<file path="src/hdl/cpaf_pkg.sv">
// Constants, types and register map of the auto-run flag block
package cpaf_pkg;

   // ------------------------------------------------------------
   // Geometry
   // ------------------------------------------------------------
   localparam int NAX  = 5;   // Controlled axes
   localparam int NPOS = 5;   // Primary, 1st, 2nd, 3rd, 4th reference position
   localparam int NPRM = 3;   // Permit bytes for the 2nd..4th position
   localparam int NAREA = 3;  // Z area flags

   // ------------------------------------------------------------
   // Timing
   // ------------------------------------------------------------
   localparam int CLK_PERIOD_NS = 20;
   localparam int SCAN_TIME_NS  = 8_000_000;
   localparam int SCAN_CYC      = SCAN_TIME_NS / CLK_PERIOD_NS;

   // ------------------------------------------------------------
   // Register byte offsets
   // ------------------------------------------------------------
   localparam logic [7:0] OFF_RUN_IND   = 8'h00;
   localparam logic [7:0] OFF_FLAGS0    = 8'h04;  // Primary, then 1st..4th at +4 each
   localparam logic [7:0] OFF_Z_AREA    = 8'h18;
   localparam logic [7:0] OFF_DECEL     = 8'h1C;
   localparam logic [7:0] OFF_START_HLD = 8'h20;
   localparam logic [7:0] OFF_PERMIT0   = 8'h24;  // 2nd..4th at +4 each
   localparam logic [7:0] OFF_IRQ_STAT  = 8'h30;
   localparam logic [7:0] OFF_IRQ_CLR   = 8'h34;
   localparam logic [7:0] OFF_IRQ_EN    = 8'h38;
   localparam logic [7:0] OFF_S1_LO     = 8'h3C;
   localparam logic [7:0] OFF_S1_HI     = 8'h40;
   localparam logic [7:0] OFF_S2_LO0    = 8'h44;  // Area k: low at +8k, high at +8k+4

   // ------------------------------------------------------------
   // Field positions and reset values
   // ------------------------------------------------------------
   localparam int BIT_FEED_HOLD = 7;
   localparam int BIT_CYCLE_GO  = 6;
   localparam int BIT_RUN_LAMP  = 7;
   localparam int BIT_GO_LAMP   = 5;
   localparam int BIT_HOLD_LAMP = 4;
   localparam logic [7:0]  RST_BYTE = 8'h00;
   localparam logic [31:0] RST_WORD = 32'h0000_0000;

   localparam int IRQ_W         = 7;
   localparam int IRQ_STARTED   = 0;
   localparam int IRQ_HELD      = 1;
   localparam int IRQ_RESET     = 2;
   localparam int IRQ_STOPPED   = 3;
   localparam int IRQ_IGNORED   = 4;
   localparam int IRQ_FLAG_SET  = 5;
   localparam int IRQ_AREA_CHG  = 6;

   // ------------------------------------------------------------
   // Types
   // ------------------------------------------------------------
   typedef enum logic [1:0] {
      ST_STOP  = 2'b00,
      ST_GO    = 2'b01,
      ST_HOLD  = 2'b11,
      ST_RESET = 2'b10
   } cpaf_state_t;

   typedef struct packed {
      logic                       auto_mode;    // Memory, DNC or MDI selected
      logic                       alarm;
      logic                       reset_key;
      logic                       seq_search;
      logic                       program_restart_input;
      logic                       sblk_end;     // Pulse: block end in single block
      logic                       mdi_done;     // Pulse
      logic                       mode_end;     // Pulse: block end after mode change
      logic                       prog_end;     // Pulse
      logic [NAX-1:0]             in_pos;
      logic [NAX-1:0]             left_ref;
      logic [NAX-1:0]             servo_alarm;
      logic [NPOS-1:0][NAX-1:0]   ret_done;     // Pulses per position and axis
      logic signed [31:0]         z_pos;
   } cpaf_core_t;

   typedef struct packed {
      logic auto_running_lamp;
      logic cycle_go_lamp;
      logic feed_hold_lamp;
   } cpaf_lamps_t;

endpackage

</file>
<file path="src/hdl/cpaf_top.sv">
// Auto-run state machine, reference and Z area flags behind APB
//
// Implementation choices: the register addresses and the APB interface to the registers.
`timescale 1ns/10ps

// Functional notes
// - 2nd to 4th position end flags show only while their axis permit is 1.
// - One end flag per axis is kept for each of the 2nd, 3rd and 4th positions.
// - A permitted flag sets when the return of its own axis to its own position completes in position.
// - A flag clears on permit low, leaving, emergency stop or servo alarm.
// - Three Z area flags sit in bits 0 to 2 of the area byte.
// - An area flag is 1 inside stroke limit one and outside limit two.
// - Cycle start in memory, DNC or MDI mode enters the cycle-start state.
// - Cycle start is ignored off mode, on hold, stop, restart, reset, alarm, run or search.
// - Running, hold, block end, MDI end, alarm or mode end enter feed hold.
// - Running, emergency stop or reset key enter the reset state.
// - Feed hold while running drops the go lamp and lights the hold lamp.
// - Release of hold does not resume; a new cycle start rise is needed.
// - Lamps go,hold,run read 101 running, 011 on hold, 000 stopped or reset.
module cpaf_top
   import cpaf_pkg::*;
#(
   parameter int SCAN_CYCLES = cpaf_pkg::SCAN_CYC
)(
   input  wire logic                 pclk,
   input  wire logic                 presetn,
   input  wire logic [7:0]           paddr,
   input  wire logic                 psel,
   input  wire logic                 penable,
   input  wire logic                 pwrite,
   input  wire logic [31:0]          pwdata,
   output logic      [31:0]          prdata,
   output logic                      pready,
   output logic                      pslverr,
   input  wire cpaf_pkg::cpaf_core_t core,
   input  wire logic                 emergency_stop_pin,
   output logic [cpaf_pkg::NAX-1:0]  ref_slow,
   output cpaf_pkg::cpaf_lamps_t     lamps,
   output logic                      irq
);
   import cpaf_pkg::*;

   // ------------------------------------------------------------
   // Declarations
   // ------------------------------------------------------------
   logic [31:0]               scan_cnt_r;
   logic                      tick;
   logic [2:0]                esp_s_r;
   logic                      esp_r;
   logic [7:0]                decel_r;
   logic [7:0]                sh_r;
   logic [NPRM-1:0][7:0]      permit_r;
   logic [NPRM-1:0][NAX-1:0]  permit_q_r;
   logic [IRQ_W-1:0]          irq_en_r;
   logic [IRQ_W-1:0]          irq_st_r;
   logic [IRQ_W-1:0]          ev;
   logic signed [31:0]        s1_lo_r;
   logic signed [31:0]        s1_hi_r;
   logic signed [31:0]        s2_lo_r [NAREA];
   logic signed [31:0]        s2_hi_r [NAREA];
   logic [3:0]                pend_r;
   logic [3:0]                pend;
   logic                      go_prev_r;
   logic                      go_rise;
   logic                      stop_req;
   logic                      ign;
   cpaf_state_t               state_r;
   cpaf_state_t               state_nxt;
   logic [NPOS-1:0][NAX-1:0]  perm;
   logic [NPOS-1:0][NAX-1:0]  flag_r;
   logic [NPOS-1:0][NAX-1:0]  flag_out_r;
   logic [NAREA-1:0]          area;
   logic [NAREA-1:0]          area_r;
   logic                      wr;
   logic [31:0]               rdata_nxt;
   logic                      hit;

   // ------------------------------------------------------------
   // Scan timing and emergency stop synchroniser
   // ------------------------------------------------------------
   // One tick for all PLC-visible state: no torn bytes
   assign tick = (scan_cnt_r == 32'(SCAN_CYCLES - 1));

   always_ff @(posedge pclk or negedge presetn)
      if (!presetn)
         scan_cnt_r <= 32'h0000_0000;
      else if (tick)
         scan_cnt_r <= 32'h0000_0000;
      else
         scan_cnt_r <= scan_cnt_r + 32'h0000_0001;

   // Level accepted only when the last two stages agree
   always_ff @(posedge pclk or negedge presetn)
      if (!presetn)
      begin
         esp_s_r <= 3'h0;
         esp_r   <= 1'b0;
      end
      else
      begin
         esp_s_r <= {esp_s_r[1:0], emergency_stop_pin};
         if (esp_s_r[1] == esp_s_r[2])
            esp_r <= esp_s_r[2];
      end

   // ------------------------------------------------------------
   // APB slave
   // ------------------------------------------------------------
   // Zero waits; read data fetched in setup
   assign pready = psel & penable;
   assign wr     = psel & penable & pwrite;

   always_comb
   begin
      rdata_nxt = RST_WORD;
      hit       = 1'b1;
      unique case (paddr)
         OFF_RUN_IND:   rdata_nxt[7:0] = {lamps.auto_running_lamp, 1'b0, lamps.cycle_go_lamp,
                                          lamps.feed_hold_lamp, 4'h0};
         OFF_Z_AREA:    rdata_nxt[NAREA-1:0] = area_r;
         OFF_DECEL:     rdata_nxt[7:0] = decel_r;
         OFF_START_HLD: rdata_nxt[7:0] = sh_r;
         OFF_IRQ_STAT:  rdata_nxt[IRQ_W-1:0] = irq_st_r;
         OFF_IRQ_CLR:   rdata_nxt = RST_WORD;
         OFF_IRQ_EN:    rdata_nxt[IRQ_W-1:0] = irq_en_r;
         OFF_S1_LO:     rdata_nxt = s1_lo_r;
         OFF_S1_HI:     rdata_nxt = s1_hi_r;
         default:       hit = 1'b0;
      endcase
      for (int p = 0; p < NPOS; p++)
         if (paddr == OFF_FLAGS0 + 8'(4 * p))
         begin
            rdata_nxt[NAX-1:0] = flag_out_r[p];
            hit = 1'b1;
         end
      for (int k = 0; k < NPRM; k++)
         if (paddr == OFF_PERMIT0 + 8'(4 * k))
         begin
            rdata_nxt[7:0] = permit_r[k];
            hit = 1'b1;
         end
      for (int k = 0; k < NAREA; k++)
      begin
         if (paddr == OFF_S2_LO0 + 8'(8 * k))
         begin
            rdata_nxt = s2_lo_r[k];
            hit = 1'b1;
         end
         if (paddr == OFF_S2_LO0 + 8'(8 * k + 4))
         begin
            rdata_nxt = s2_hi_r[k];
            hit = 1'b1;
         end
      end
   end

   always_ff @(posedge pclk or negedge presetn)
      if (!presetn)
      begin
         prdata  <= RST_WORD;
         pslverr <= 1'b0;
      end
      else if (psel && !penable)
      begin
         prdata  <= pwrite ? RST_WORD : rdata_nxt;
         pslverr <= ~hit;
      end

   // Writes; read-only offsets ignore them
   always_ff @(posedge pclk or negedge presetn)
      if (!presetn)
      begin
         decel_r  <= RST_BYTE;
         sh_r     <= RST_BYTE;
         permit_r <= '0;
         irq_en_r <= '0;
         s1_lo_r  <= RST_WORD;
         s1_hi_r  <= RST_WORD;
         for (int k = 0; k < NAREA; k++)
         begin
            s2_lo_r[k] <= RST_WORD;
            s2_hi_r[k] <= RST_WORD;
         end
      end
      else if (wr)
      begin
         if (paddr == OFF_DECEL)
            decel_r <= pwdata[7:0];
         if (paddr == OFF_START_HLD)
            sh_r <= pwdata[7:0];
         if (paddr == OFF_IRQ_EN)
            irq_en_r <= pwdata[IRQ_W-1:0];
         if (paddr == OFF_S1_LO)
            s1_lo_r <= pwdata;
         if (paddr == OFF_S1_HI)
            s1_hi_r <= pwdata;
         for (int k = 0; k < NPRM; k++)
            if (paddr == OFF_PERMIT0 + 8'(4 * k))
               permit_r[k] <= pwdata[7:0];
         for (int k = 0; k < NAREA; k++)
         begin
            if (paddr == OFF_S2_LO0 + 8'(8 * k))
               s2_lo_r[k] <= pwdata;
            if (paddr == OFF_S2_LO0 + 8'(8 * k + 4))
               s2_hi_r[k] <= pwdata;
         end
      end

   // ------------------------------------------------------------
   // Interrupts
   // ------------------------------------------------------------
   // An event in the clearing cycle wins
   always_ff @(posedge pclk or negedge presetn)
      if (!presetn)
         irq_st_r <= '0;
      else if (wr && paddr == OFF_IRQ_CLR)
         irq_st_r <= (irq_st_r & ~pwdata[IRQ_W-1:0]) | ev;
      else
         irq_st_r <= irq_st_r | ev;

   assign irq = |(irq_st_r & irq_en_r);

   // ------------------------------------------------------------
   // Automatic operation state machine
   // ------------------------------------------------------------
   // Core pulses held until the next tick
   assign pend = pend_r | {core.prog_end, core.mode_end, core.mdi_done, core.sblk_end};

   always_ff @(posedge pclk or negedge presetn)
      if (!presetn)
         pend_r <= 4'h0;
      else if (tick)
         pend_r <= 4'h0;
      else
         pend_r <= pend;

   assign go_rise  = sh_r[BIT_CYCLE_GO] & ~go_prev_r;
   assign stop_req = esp_r | core.reset_key;
   assign ign      = ~core.auto_mode | sh_r[BIT_FEED_HOLD] | esp_r
                     | core.program_restart_input | core.reset_key
                     | core.alarm | core.seq_search;

   always_comb
   begin
      state_nxt = state_r;
      if (tick)
         unique case (state_r)
            ST_STOP:
               if (stop_req)
                  state_nxt = ST_RESET;
               else if (go_rise && !ign)
                  state_nxt = ST_GO;
            ST_GO:
               if (stop_req)
                  state_nxt = ST_RESET;
               else if (sh_r[BIT_FEED_HOLD] || core.alarm || (|pend[2:0]))
                  state_nxt = ST_HOLD;
               else if (pend[3])
                  state_nxt = ST_STOP;
            ST_HOLD:
               if (stop_req)
                  state_nxt = ST_RESET;
               else if (go_rise && !ign)
                  state_nxt = ST_GO;
            ST_RESET:
               if (!stop_req)
                  state_nxt = ST_STOP;
         endcase
   end

   always_ff @(posedge pclk or negedge presetn)
      if (!presetn)
      begin
         state_r   <= ST_STOP;
         go_prev_r <= 1'b0;
      end
      else
      begin
         state_r <= state_nxt;
         if (tick)
            go_prev_r <= sh_r[BIT_CYCLE_GO];
      end

   // Lamps follow the state
   always_ff @(posedge pclk or negedge presetn)
      if (!presetn)
         lamps <= '0;
      else if (tick)
      begin
         lamps.cycle_go_lamp     <= (state_nxt == ST_GO);
         lamps.feed_hold_lamp    <= (state_nxt == ST_HOLD);
         lamps.auto_running_lamp <= (state_nxt == ST_GO) || (state_nxt == ST_HOLD);
      end

   // Slow-down request, refreshed each scan
   always_ff @(posedge pclk or negedge presetn)
      if (!presetn)
         ref_slow <= '0;
      else if (tick)
         ref_slow <= decel_r[NAX-1:0];

   // ------------------------------------------------------------
   // Reference position end flags
   // ------------------------------------------------------------
   always_ff @(posedge pclk or negedge presetn)
      if (!presetn)
         permit_q_r <= '0;
      else
         for (int k = 0; k < NPRM; k++)
            permit_q_r[k] <= permit_r[k][NAX-1:0];

   // Primary and 1st positions need no permit
   assign perm = {permit_q_r, {(2 * NAX){1'b1}}};

   genvar gp;
   generate
      for (gp = 0; gp < NPOS; gp++)
      begin : g_pos
         // Completion beats a same-cycle leave;
         // permit low and emergency stop win
         always_ff @(posedge pclk or negedge presetn)
            if (!presetn)
               flag_r[gp] <= '0;
            else
               flag_r[gp] <= perm[gp] & {NAX{~esp_r}}
                             & ((core.ret_done[gp] & core.in_pos)
                                | (flag_r[gp] & ~core.left_ref & ~core.servo_alarm));
      end
   endgenerate

   always_ff @(posedge pclk or negedge presetn)
      if (!presetn)
         flag_out_r <= '0;
      else if (tick)
         flag_out_r <= flag_r & perm;

   // ------------------------------------------------------------
   // Z area flags
   // ------------------------------------------------------------
   genvar ga;
   generate
      for (ga = 0; ga < NAREA; ga++)
      begin : g_area
         assign area[ga] = (core.z_pos >= s1_lo_r) && (core.z_pos <= s1_hi_r)
                           && ((core.z_pos < s2_lo_r[ga]) || (core.z_pos > s2_hi_r[ga]));
      end
   endgenerate

   always_ff @(posedge pclk or negedge presetn)
      if (!presetn)
         area_r <= '0;
      else if (tick)
         area_r <= area;

   // ------------------------------------------------------------
   // Interrupt events
   // ------------------------------------------------------------
   always_comb
   begin
      ev = '0;
      ev[IRQ_STARTED]  = tick && state_nxt == ST_GO && state_r != ST_GO;
      ev[IRQ_HELD]     = tick && state_nxt == ST_HOLD && state_r != ST_HOLD;
      ev[IRQ_RESET]    = tick && state_nxt == ST_RESET && state_r != ST_RESET;
      ev[IRQ_STOPPED]  = tick && state_nxt == ST_STOP && state_r != ST_STOP;
      ev[IRQ_IGNORED]  = tick && go_rise && (ign || state_r == ST_GO);
      ev[IRQ_FLAG_SET] = tick && (|(flag_r & perm & ~flag_out_r));
      ev[IRQ_AREA_CHG] = tick && (area != area_r);
   end

endmodule // cpaf_top

</file>
<file path="config.mk">
export PLATFORM = sky130hd
export DESIGN_NAME = cpaf_top
export DESIGN_NICKNAME = d
export VERILOG_FILES = /design/src/hdl/cpaf_pkg.sv /design/src/hdl/cpaf_top.sv
export SDC_FILE = /design/constraint.sdc
export NUM_CORES = 1
export LEC_CHECK = 0
export BUFFER_PORTS_ARGS = -buffer_cell sky130_fd_sc_hd__buf_2
export CORE_MARGIN = 5
export CORE_UTILIZATION = 62
export CTS_BUF_LIST = sky130_fd_sc_hd__clkbuf_4 sky130_fd_sc_hd__clkbuf_8 sky130_fd_sc_hd__clkbuf_16
export DETAILED_ROUTE_END_ITERATION = 16
export GPL_ROUTABILITY_DRIVEN = 0
export PLACE_DENSITY_LB_ADDON = 0.08
export SLEW_MARGIN = 15
export SYNTH_ARGS = -nofsm -noshare
export SYNTH_HDL_FRONTEND = slang
export SYNTH_SLANG_ARGS = --single-unit
</file>
<file path="constraint.sdc">
create_clock -name pclk -period 3.9 [get_ports pclk]
set_input_delay 0.585 -clock pclk [delete_from_list [all_inputs] [get_ports pclk]]
set_output_delay 0.585 -clock pclk [all_outputs]
set_load 0.02 [all_outputs]
</file>
# Word-level counts from Yosys, hierarchy flattened
# Index checks and enable logic that the tools add are counted.
# word_totals
reg_bits	462
in_bits	127
output_inout_bits	43
elab_cells	233
# classes
addsub	1
n_lt_le_gt_ge	8
n_eq_ne	34
mux	45
n_bitwise	53
n_reduce_logical	51
# op_table
op	count
32-bit two-way mux	8
5-bit bitwise AND	23
32-bit greater-than comparator	3
32-bit less-than comparator	3
8-bit by 6-bit == test with 1-bit output, second input constant	8
8-bit by 7-bit == test with 1-bit output, second input constant	7
25-bit bitwise AND	2
24-bit case mux with 2 select lines	1
32-bit by 1-bit adder with 32-bit output, second input constant	1
32-bit by 19-bit == test with 1-bit output, second input constant	1
8-bit by 5-bit == test with 1-bit output, second input constant	4
32-bit >= comparator	1
32-bit <= comparator	1
4-bit case mux with 7 select lines	1
2-bit AND reduction	14
5-bit two-way mux	5
25-bit inverter	1
5-bit OR	5
25-bit OR reduction	1
8-bit two-way mux	3
3-bit case mux with 7 select lines	1
1-bit logical AND	19
8-bit by 4-bit == test with 1-bit output, second input constant	2
1-bit two-way mux	15
29 further kinds	62

# Longest topological paths before layout
# logic_depth
depth_word	18
depth_mapped	12
ltp_nobuf	12

# Worst setup path after synthesis
# OpenSTA, ideal clock, no wires.
# synth_path
path_kind	input port to flip-flop
start	in core[31] in the netlist's numbering
end	reg irq_st_r[6]
setup_time_ns	0.139
t_arrival_ns	3.147
required_ns	3.761
path_slack_ns	0.614
path_stages	11
path_buffers	0
cell_sequence	ha_1 > nand4_1 > or3_1 > or4_4 > a211oi_1 > o31ai_1 > and2_0 > or3b_1 > a21oi_1 > xnor2_1 > a41oi_1
# synth_between
elab_chain_cells	7
elab_cells_between_ends	20
classes_between	order compare: 8; eq/ne: 1; mux: 1; bitwise: 2; reduce/logical: 8
# synth_rtl
item	line_no	text
start: declaration	cpaf_top.sv:35	input wire cpaf_pkg::cpaf_core_t core,
32-bit >= comparator, or another cell as far along	cpaf_top.sv:344	assign area[ga] = (core.z_pos >= s1_lo_r) && (core.z_pos <= s1_hi_r)
1-bit logical AND / 1-bit logical OR (equally long branches)	cpaf_top.sv:344, cpaf_top.sv:345	
1-bit logical AND	cpaf_top.sv:345	&& ((core.z_pos < s2_lo_r[ga]) || (core.z_pos > s2_hi_r[ga]));
3-bit inequality test (*)	cpaf_top.sv:367	ev[IRQ_AREA_CHG] = tick && (area != area_r);
1-bit logical AND (*)	cpaf_top.sv:367	
7-bit OR, on equally long branches	cpaf_top.sv:219, cpaf_top.sv:217	
7-bit two-way mux (*)	cpaf_top.sv:216	else if (wr && paddr == OFF_IRQ_CLR)
end signal: assignment	cpaf_top.sv:217	irq_st_r <= (irq_st_r & ~pwdata[IRQ_W-1:0]) | ev;
end signal: assignment	cpaf_top.sv:219	irq_st_r <= irq_st_r | ev;
end: declaration	cpaf_top.sv:55	logic [IRQ_W-1:0] irq_st_r;
# Mark *: on every way between the ends. The rest lies on a longest branch, timed or not.
# A chain may end at the register's enable or synchronous reset.

# Final worst setup path
# layout_path
start	reg s1_lo_r[25]
end	reg irq_st_r[6]
# layout_between
elab_chain_cells	7
elab_cells_between_ends	10
classes_between	order compare: 1; eq/ne: 1; mux: 1; bitwise: 2; reduce/logical: 5
# layout_rtl
item	line_no	text
start: declaration	cpaf_top.sv:57	logic signed [31:0] s1_lo_r;
start signal: assignment	cpaf_top.sv:194	s1_lo_r <= pwdata;
32-bit >= comparator (*)	cpaf_top.sv:344	
1-bit logical AND (*)	cpaf_top.sv:344	
1-bit logical AND	cpaf_top.sv:345	
3-bit inequality test (*)	cpaf_top.sv:367	
1-bit logical AND (*)	cpaf_top.sv:367	
7-bit OR, on equally long branches	cpaf_top.sv:219, cpaf_top.sv:217	
7-bit two-way mux (*)	cpaf_top.sv:216	
# Marked as above.

==> flow_summary.json <==
{
  "ys_ff_latch": 462,
  "clock_sinks": 462,
  "clk_latency_ps": 610,
  "grt-ovfl-total": 0,
  "cts.clk_slew.worst_paths_ps": 70,
  "viasPerCell": 6.65,
  "clockBufferDepth": 3,
  "maxSlewViolCount": 0,
  "cp_max_fo": 3,
  "critical_path_class": "reg2reg",
  "synth.cell_area_um2": 26200,
  "drtPass1Iterations": 9,
  "cts_tree": "yes",
  "grt_busiest_layer": "met2",
  "reg2reg_from": "s1_lo_r[25]",
  "nNetsFinal": 3067,
  "synth_top_area_share_pct": 44.0,
  "drt-total-wl_um": 82400,
  "wl_per_cell_um": 25.3,
  "synth_cell_types": 68,
  "hold_ws_ps": -5.69,
  "grt_max_degree": 92,
  "syn_to_final_growth_pct": 12.8,
  "die_x_um": 216,
  "cp_slowest_cell": "or4_4",
  "arrival_ps": 3940,
  "cts.repair.resized": 0,
  "num_vias": 21656,
  "min_period_over_period_pct": 89.0,
  "setup_tns_ps": 0,
  "synth_area_leaders": "dfrtp_1, mux2_2, ha_1, inv_1, nand2_1",
  "drv_cap": 0,
  "synth_commonest_cells": "dfrtp_1, mux2_2, inv_1",
  "hpwl_um": 59100,
  "grt_util_met3_pct": 7.15,
  "yosysTopAreaCell": "dfrtp_1",
  "cts_setup_buffers": 0,
  "min_period_ps": 3470,
  "die_area_um2": 46500,
  "synthArstFlopShare_pct": 100,
  "grt_pass1_wl_um": 128000,
  "layout-drive-gt1-share_pct": 23.5,
  "synth-seq-area-share_pct": 44.0,
  "syn_nets": 2880,
  "crit_chain": "inv_1, ha_1, nand4_1, or3_1, or4_4, a211oi_1, o31ai_1, and2_0, or3b_1, a21oi_1, xnor2_1, a41oi_1",
  "critPathMaxStageDelay_ps": 550,
  "vdd_drop_max_v": 0.000334,
  "initial_core_util_pct": 62.6,
  "yosys_warnings": 0,
  "grt.total_usage_pct": 34.9,
  "hold_class": "in2async",
  "grt_antenna_before_repair": 3,
  "grt_pass1_vias": 21951,
  "met2_usage_pct": 54.0,
  "finClkSkew_ps": 20.4,
  "synthCells": 2495,
  "cts_root_buf": "clkbuf_16",
  "coreArea_um2": 41900,
  "synth_edf_count": 0,
  "cp-start-kind": "register",
  "worstMarginPinSlew_ps": 1090,
  "fmax_mhz": 288,
  "numCtsBuffers": 50,
  "die_height_um": 216,
  "grt_setup_unrepaired": "false",
  "num_rows": 75,
  "setup_viol": 0,
  "antenna_left": 0,
  "post-synth-top-count-cell": "dfrtp_1",
  "relSlewSlack_pct": 27.3,
  "remaining_drc_errors": 0,
  "port_buffers": 169,
  "htreeDepth": 2,
  "drtIter0Drc": 2711,
  "hold_buffers": 0,
  "avgSynthCellArea_um2": 10.5,
  "synthFlopType": "dfrtp_1",
  "pin_count": 170,
  "powerDensity_nw_per_um2": 358,
  "final-hold-violation-count": 5,
  "total_leakage_power_nw": 13.9,
  "required_ps": 4370,
  "worstSetupStartpoint": "s1_lo_r[25]",
  "end_kind": "register",
  "grt_util_met1_pct": 49.2,
  "violations": "hold timing",
  "outcome": "complete, but fails checks"
}
## cells by family (layout without fill, tap and decap cells)
| group | Yosys count | after routing | share of synthesized area [%] |
|---|---|---|---|
| mux | 311 | 311 | 13.3 |
| buf+inv | 366 | 588 | 5.23 |
| simple gates | 536 | 536 | 9.86 |
| flops | 462 | 462 | 44.0 |
| other cells | 0 | 2 | 0 |
| xor+xnor | 36 | 36 | 1.20 |
| fa+ha+maj | 259 | 259 | 12.3 |
| compound gates | 525 | 525 | 14.0 |
## worst max-delay path, delay by kind of cell, from the launching register on
| family | cells | cell delay, ps |
|---|---|---|
| flops | 1 | 370 |
| xor+xnor | 1 | 160 |
| fa+ha+maj | 1 | 290 |
| compound gates | 4 | 670 |
| simple gates | 5 | 1780 |
| buf+inv | 1 | 60 |
## per-stage QoR
stage	std cells	util, %	power (W)	setup slack (ps)	cell area [um^2]
after floorplan	2495	-	0.00544	614	26200
after global placement	3169	66.7	0.00589	235	28000
after detailed placement	3169	66.7	0.00592	171	28000
final	3258	70.6	0.0106	430	29600
after global routing	3258	70.6	0.0110	132	29600
after CTS	3256	70.5	0.0106	457	29600
## report_power, final
part           internal [W]  switching, W  total (W)
clock network       0.00276       0.00198    0.00473
logic              0.000340      0.000605   0.000945
registers           0.00486     0.0000582    0.00491
## final timing paths
| path | to | slack, ps | cells past startpoint |
|---|---|---|---|
| max | irq_st_r[6] | 430 | 12 |
| min | flag_r[3] | -6 | 1 |
| max reg2reg | irq_st_r[6] | 430 | 12 |
| min reg2reg | esp_s_r[1] | 350 | 0 |
| max in group asynchronous | s2_hi_r[95] | 2810 | 2 |
| min in group pclk | esp_s_r[0] | 110 | 1 |
## state kept, by name, summed over array words and instances, names as in the netlist, 8 cells and up
name and cells:
decel_r 8, flag_out_r 25, flag_r 25, perm 15
permit_r 24, prdata 32, s1_hi_r 32, s1_lo_r 32
s2_hi_r 96, s2_lo_r 96, scan_cnt_r 32, sh_r 8
## final cells by class
cell class	instances	area (um^2)
diodes	2	5.00
clock buffers	71	1470
clock inverters	16	155
fillers	3161	12400
inverters	271	1020
multi-input cells	1667	13300
flip-flops and latches	462	11600
well taps	539	674
repair buffers	230	1360
## routing by layer
| layer | part of all wire, % | wire length, um |
|---|---|---|
| met1 | 41 | 33700 |
| met2 | 45 | 36900 |
| met3 | 10 | 8220 |
| met4 | 4.2 | 3490 |
| met5 | 0.024 | 20 |
## placed cells by master (no fill, tap or decap), types with 8 or more instances in the layout
| master | n |
|---|---|
| a211oi_1 | 20 |
| a21o_1 | 32 |
| a21oi_1 | 100 |
| a221oi_1 | 37 |
| a222oi_1 | 30 |
| a22o_1 | 31 |
| a22oi_1 | 42 |
| and2_1 | 8 |
| and3_1 | 14 |
| and4_1 | 8 |
| buf_2 | 168 |
| buf_4 | 57 |
| clkbuf_16 | 51 |
| clkbuf_4 | 13 |
| clkinv_2 | 10 |
| dfrtp_1 | 462 |
| ha_1 | 258 |
| inv_1 | 271 |
| mux2_2 | 301 |
| nand2_1 | 170 |
| nand2b_1 | 8 |
| nand3_1 | 69 |
| nand4_1 | 47 |
| nor2_1 | 114 |
| nor2b_1 | 11 |
| nor3_1 | 18 |
| nor3b_1 | 16 |
| nor4_1 | 14 |
| o211ai_1 | 8 |
| o21ai_0 | 72 |
| o21ai_1 | 23 |
| o221ai_1 | 46 |
| o22ai_1 | 31 |
| xnor2_1 | 23 |
| xor2_1 | 13 |
Note: power is estimated with default switching activity, not from simulation.
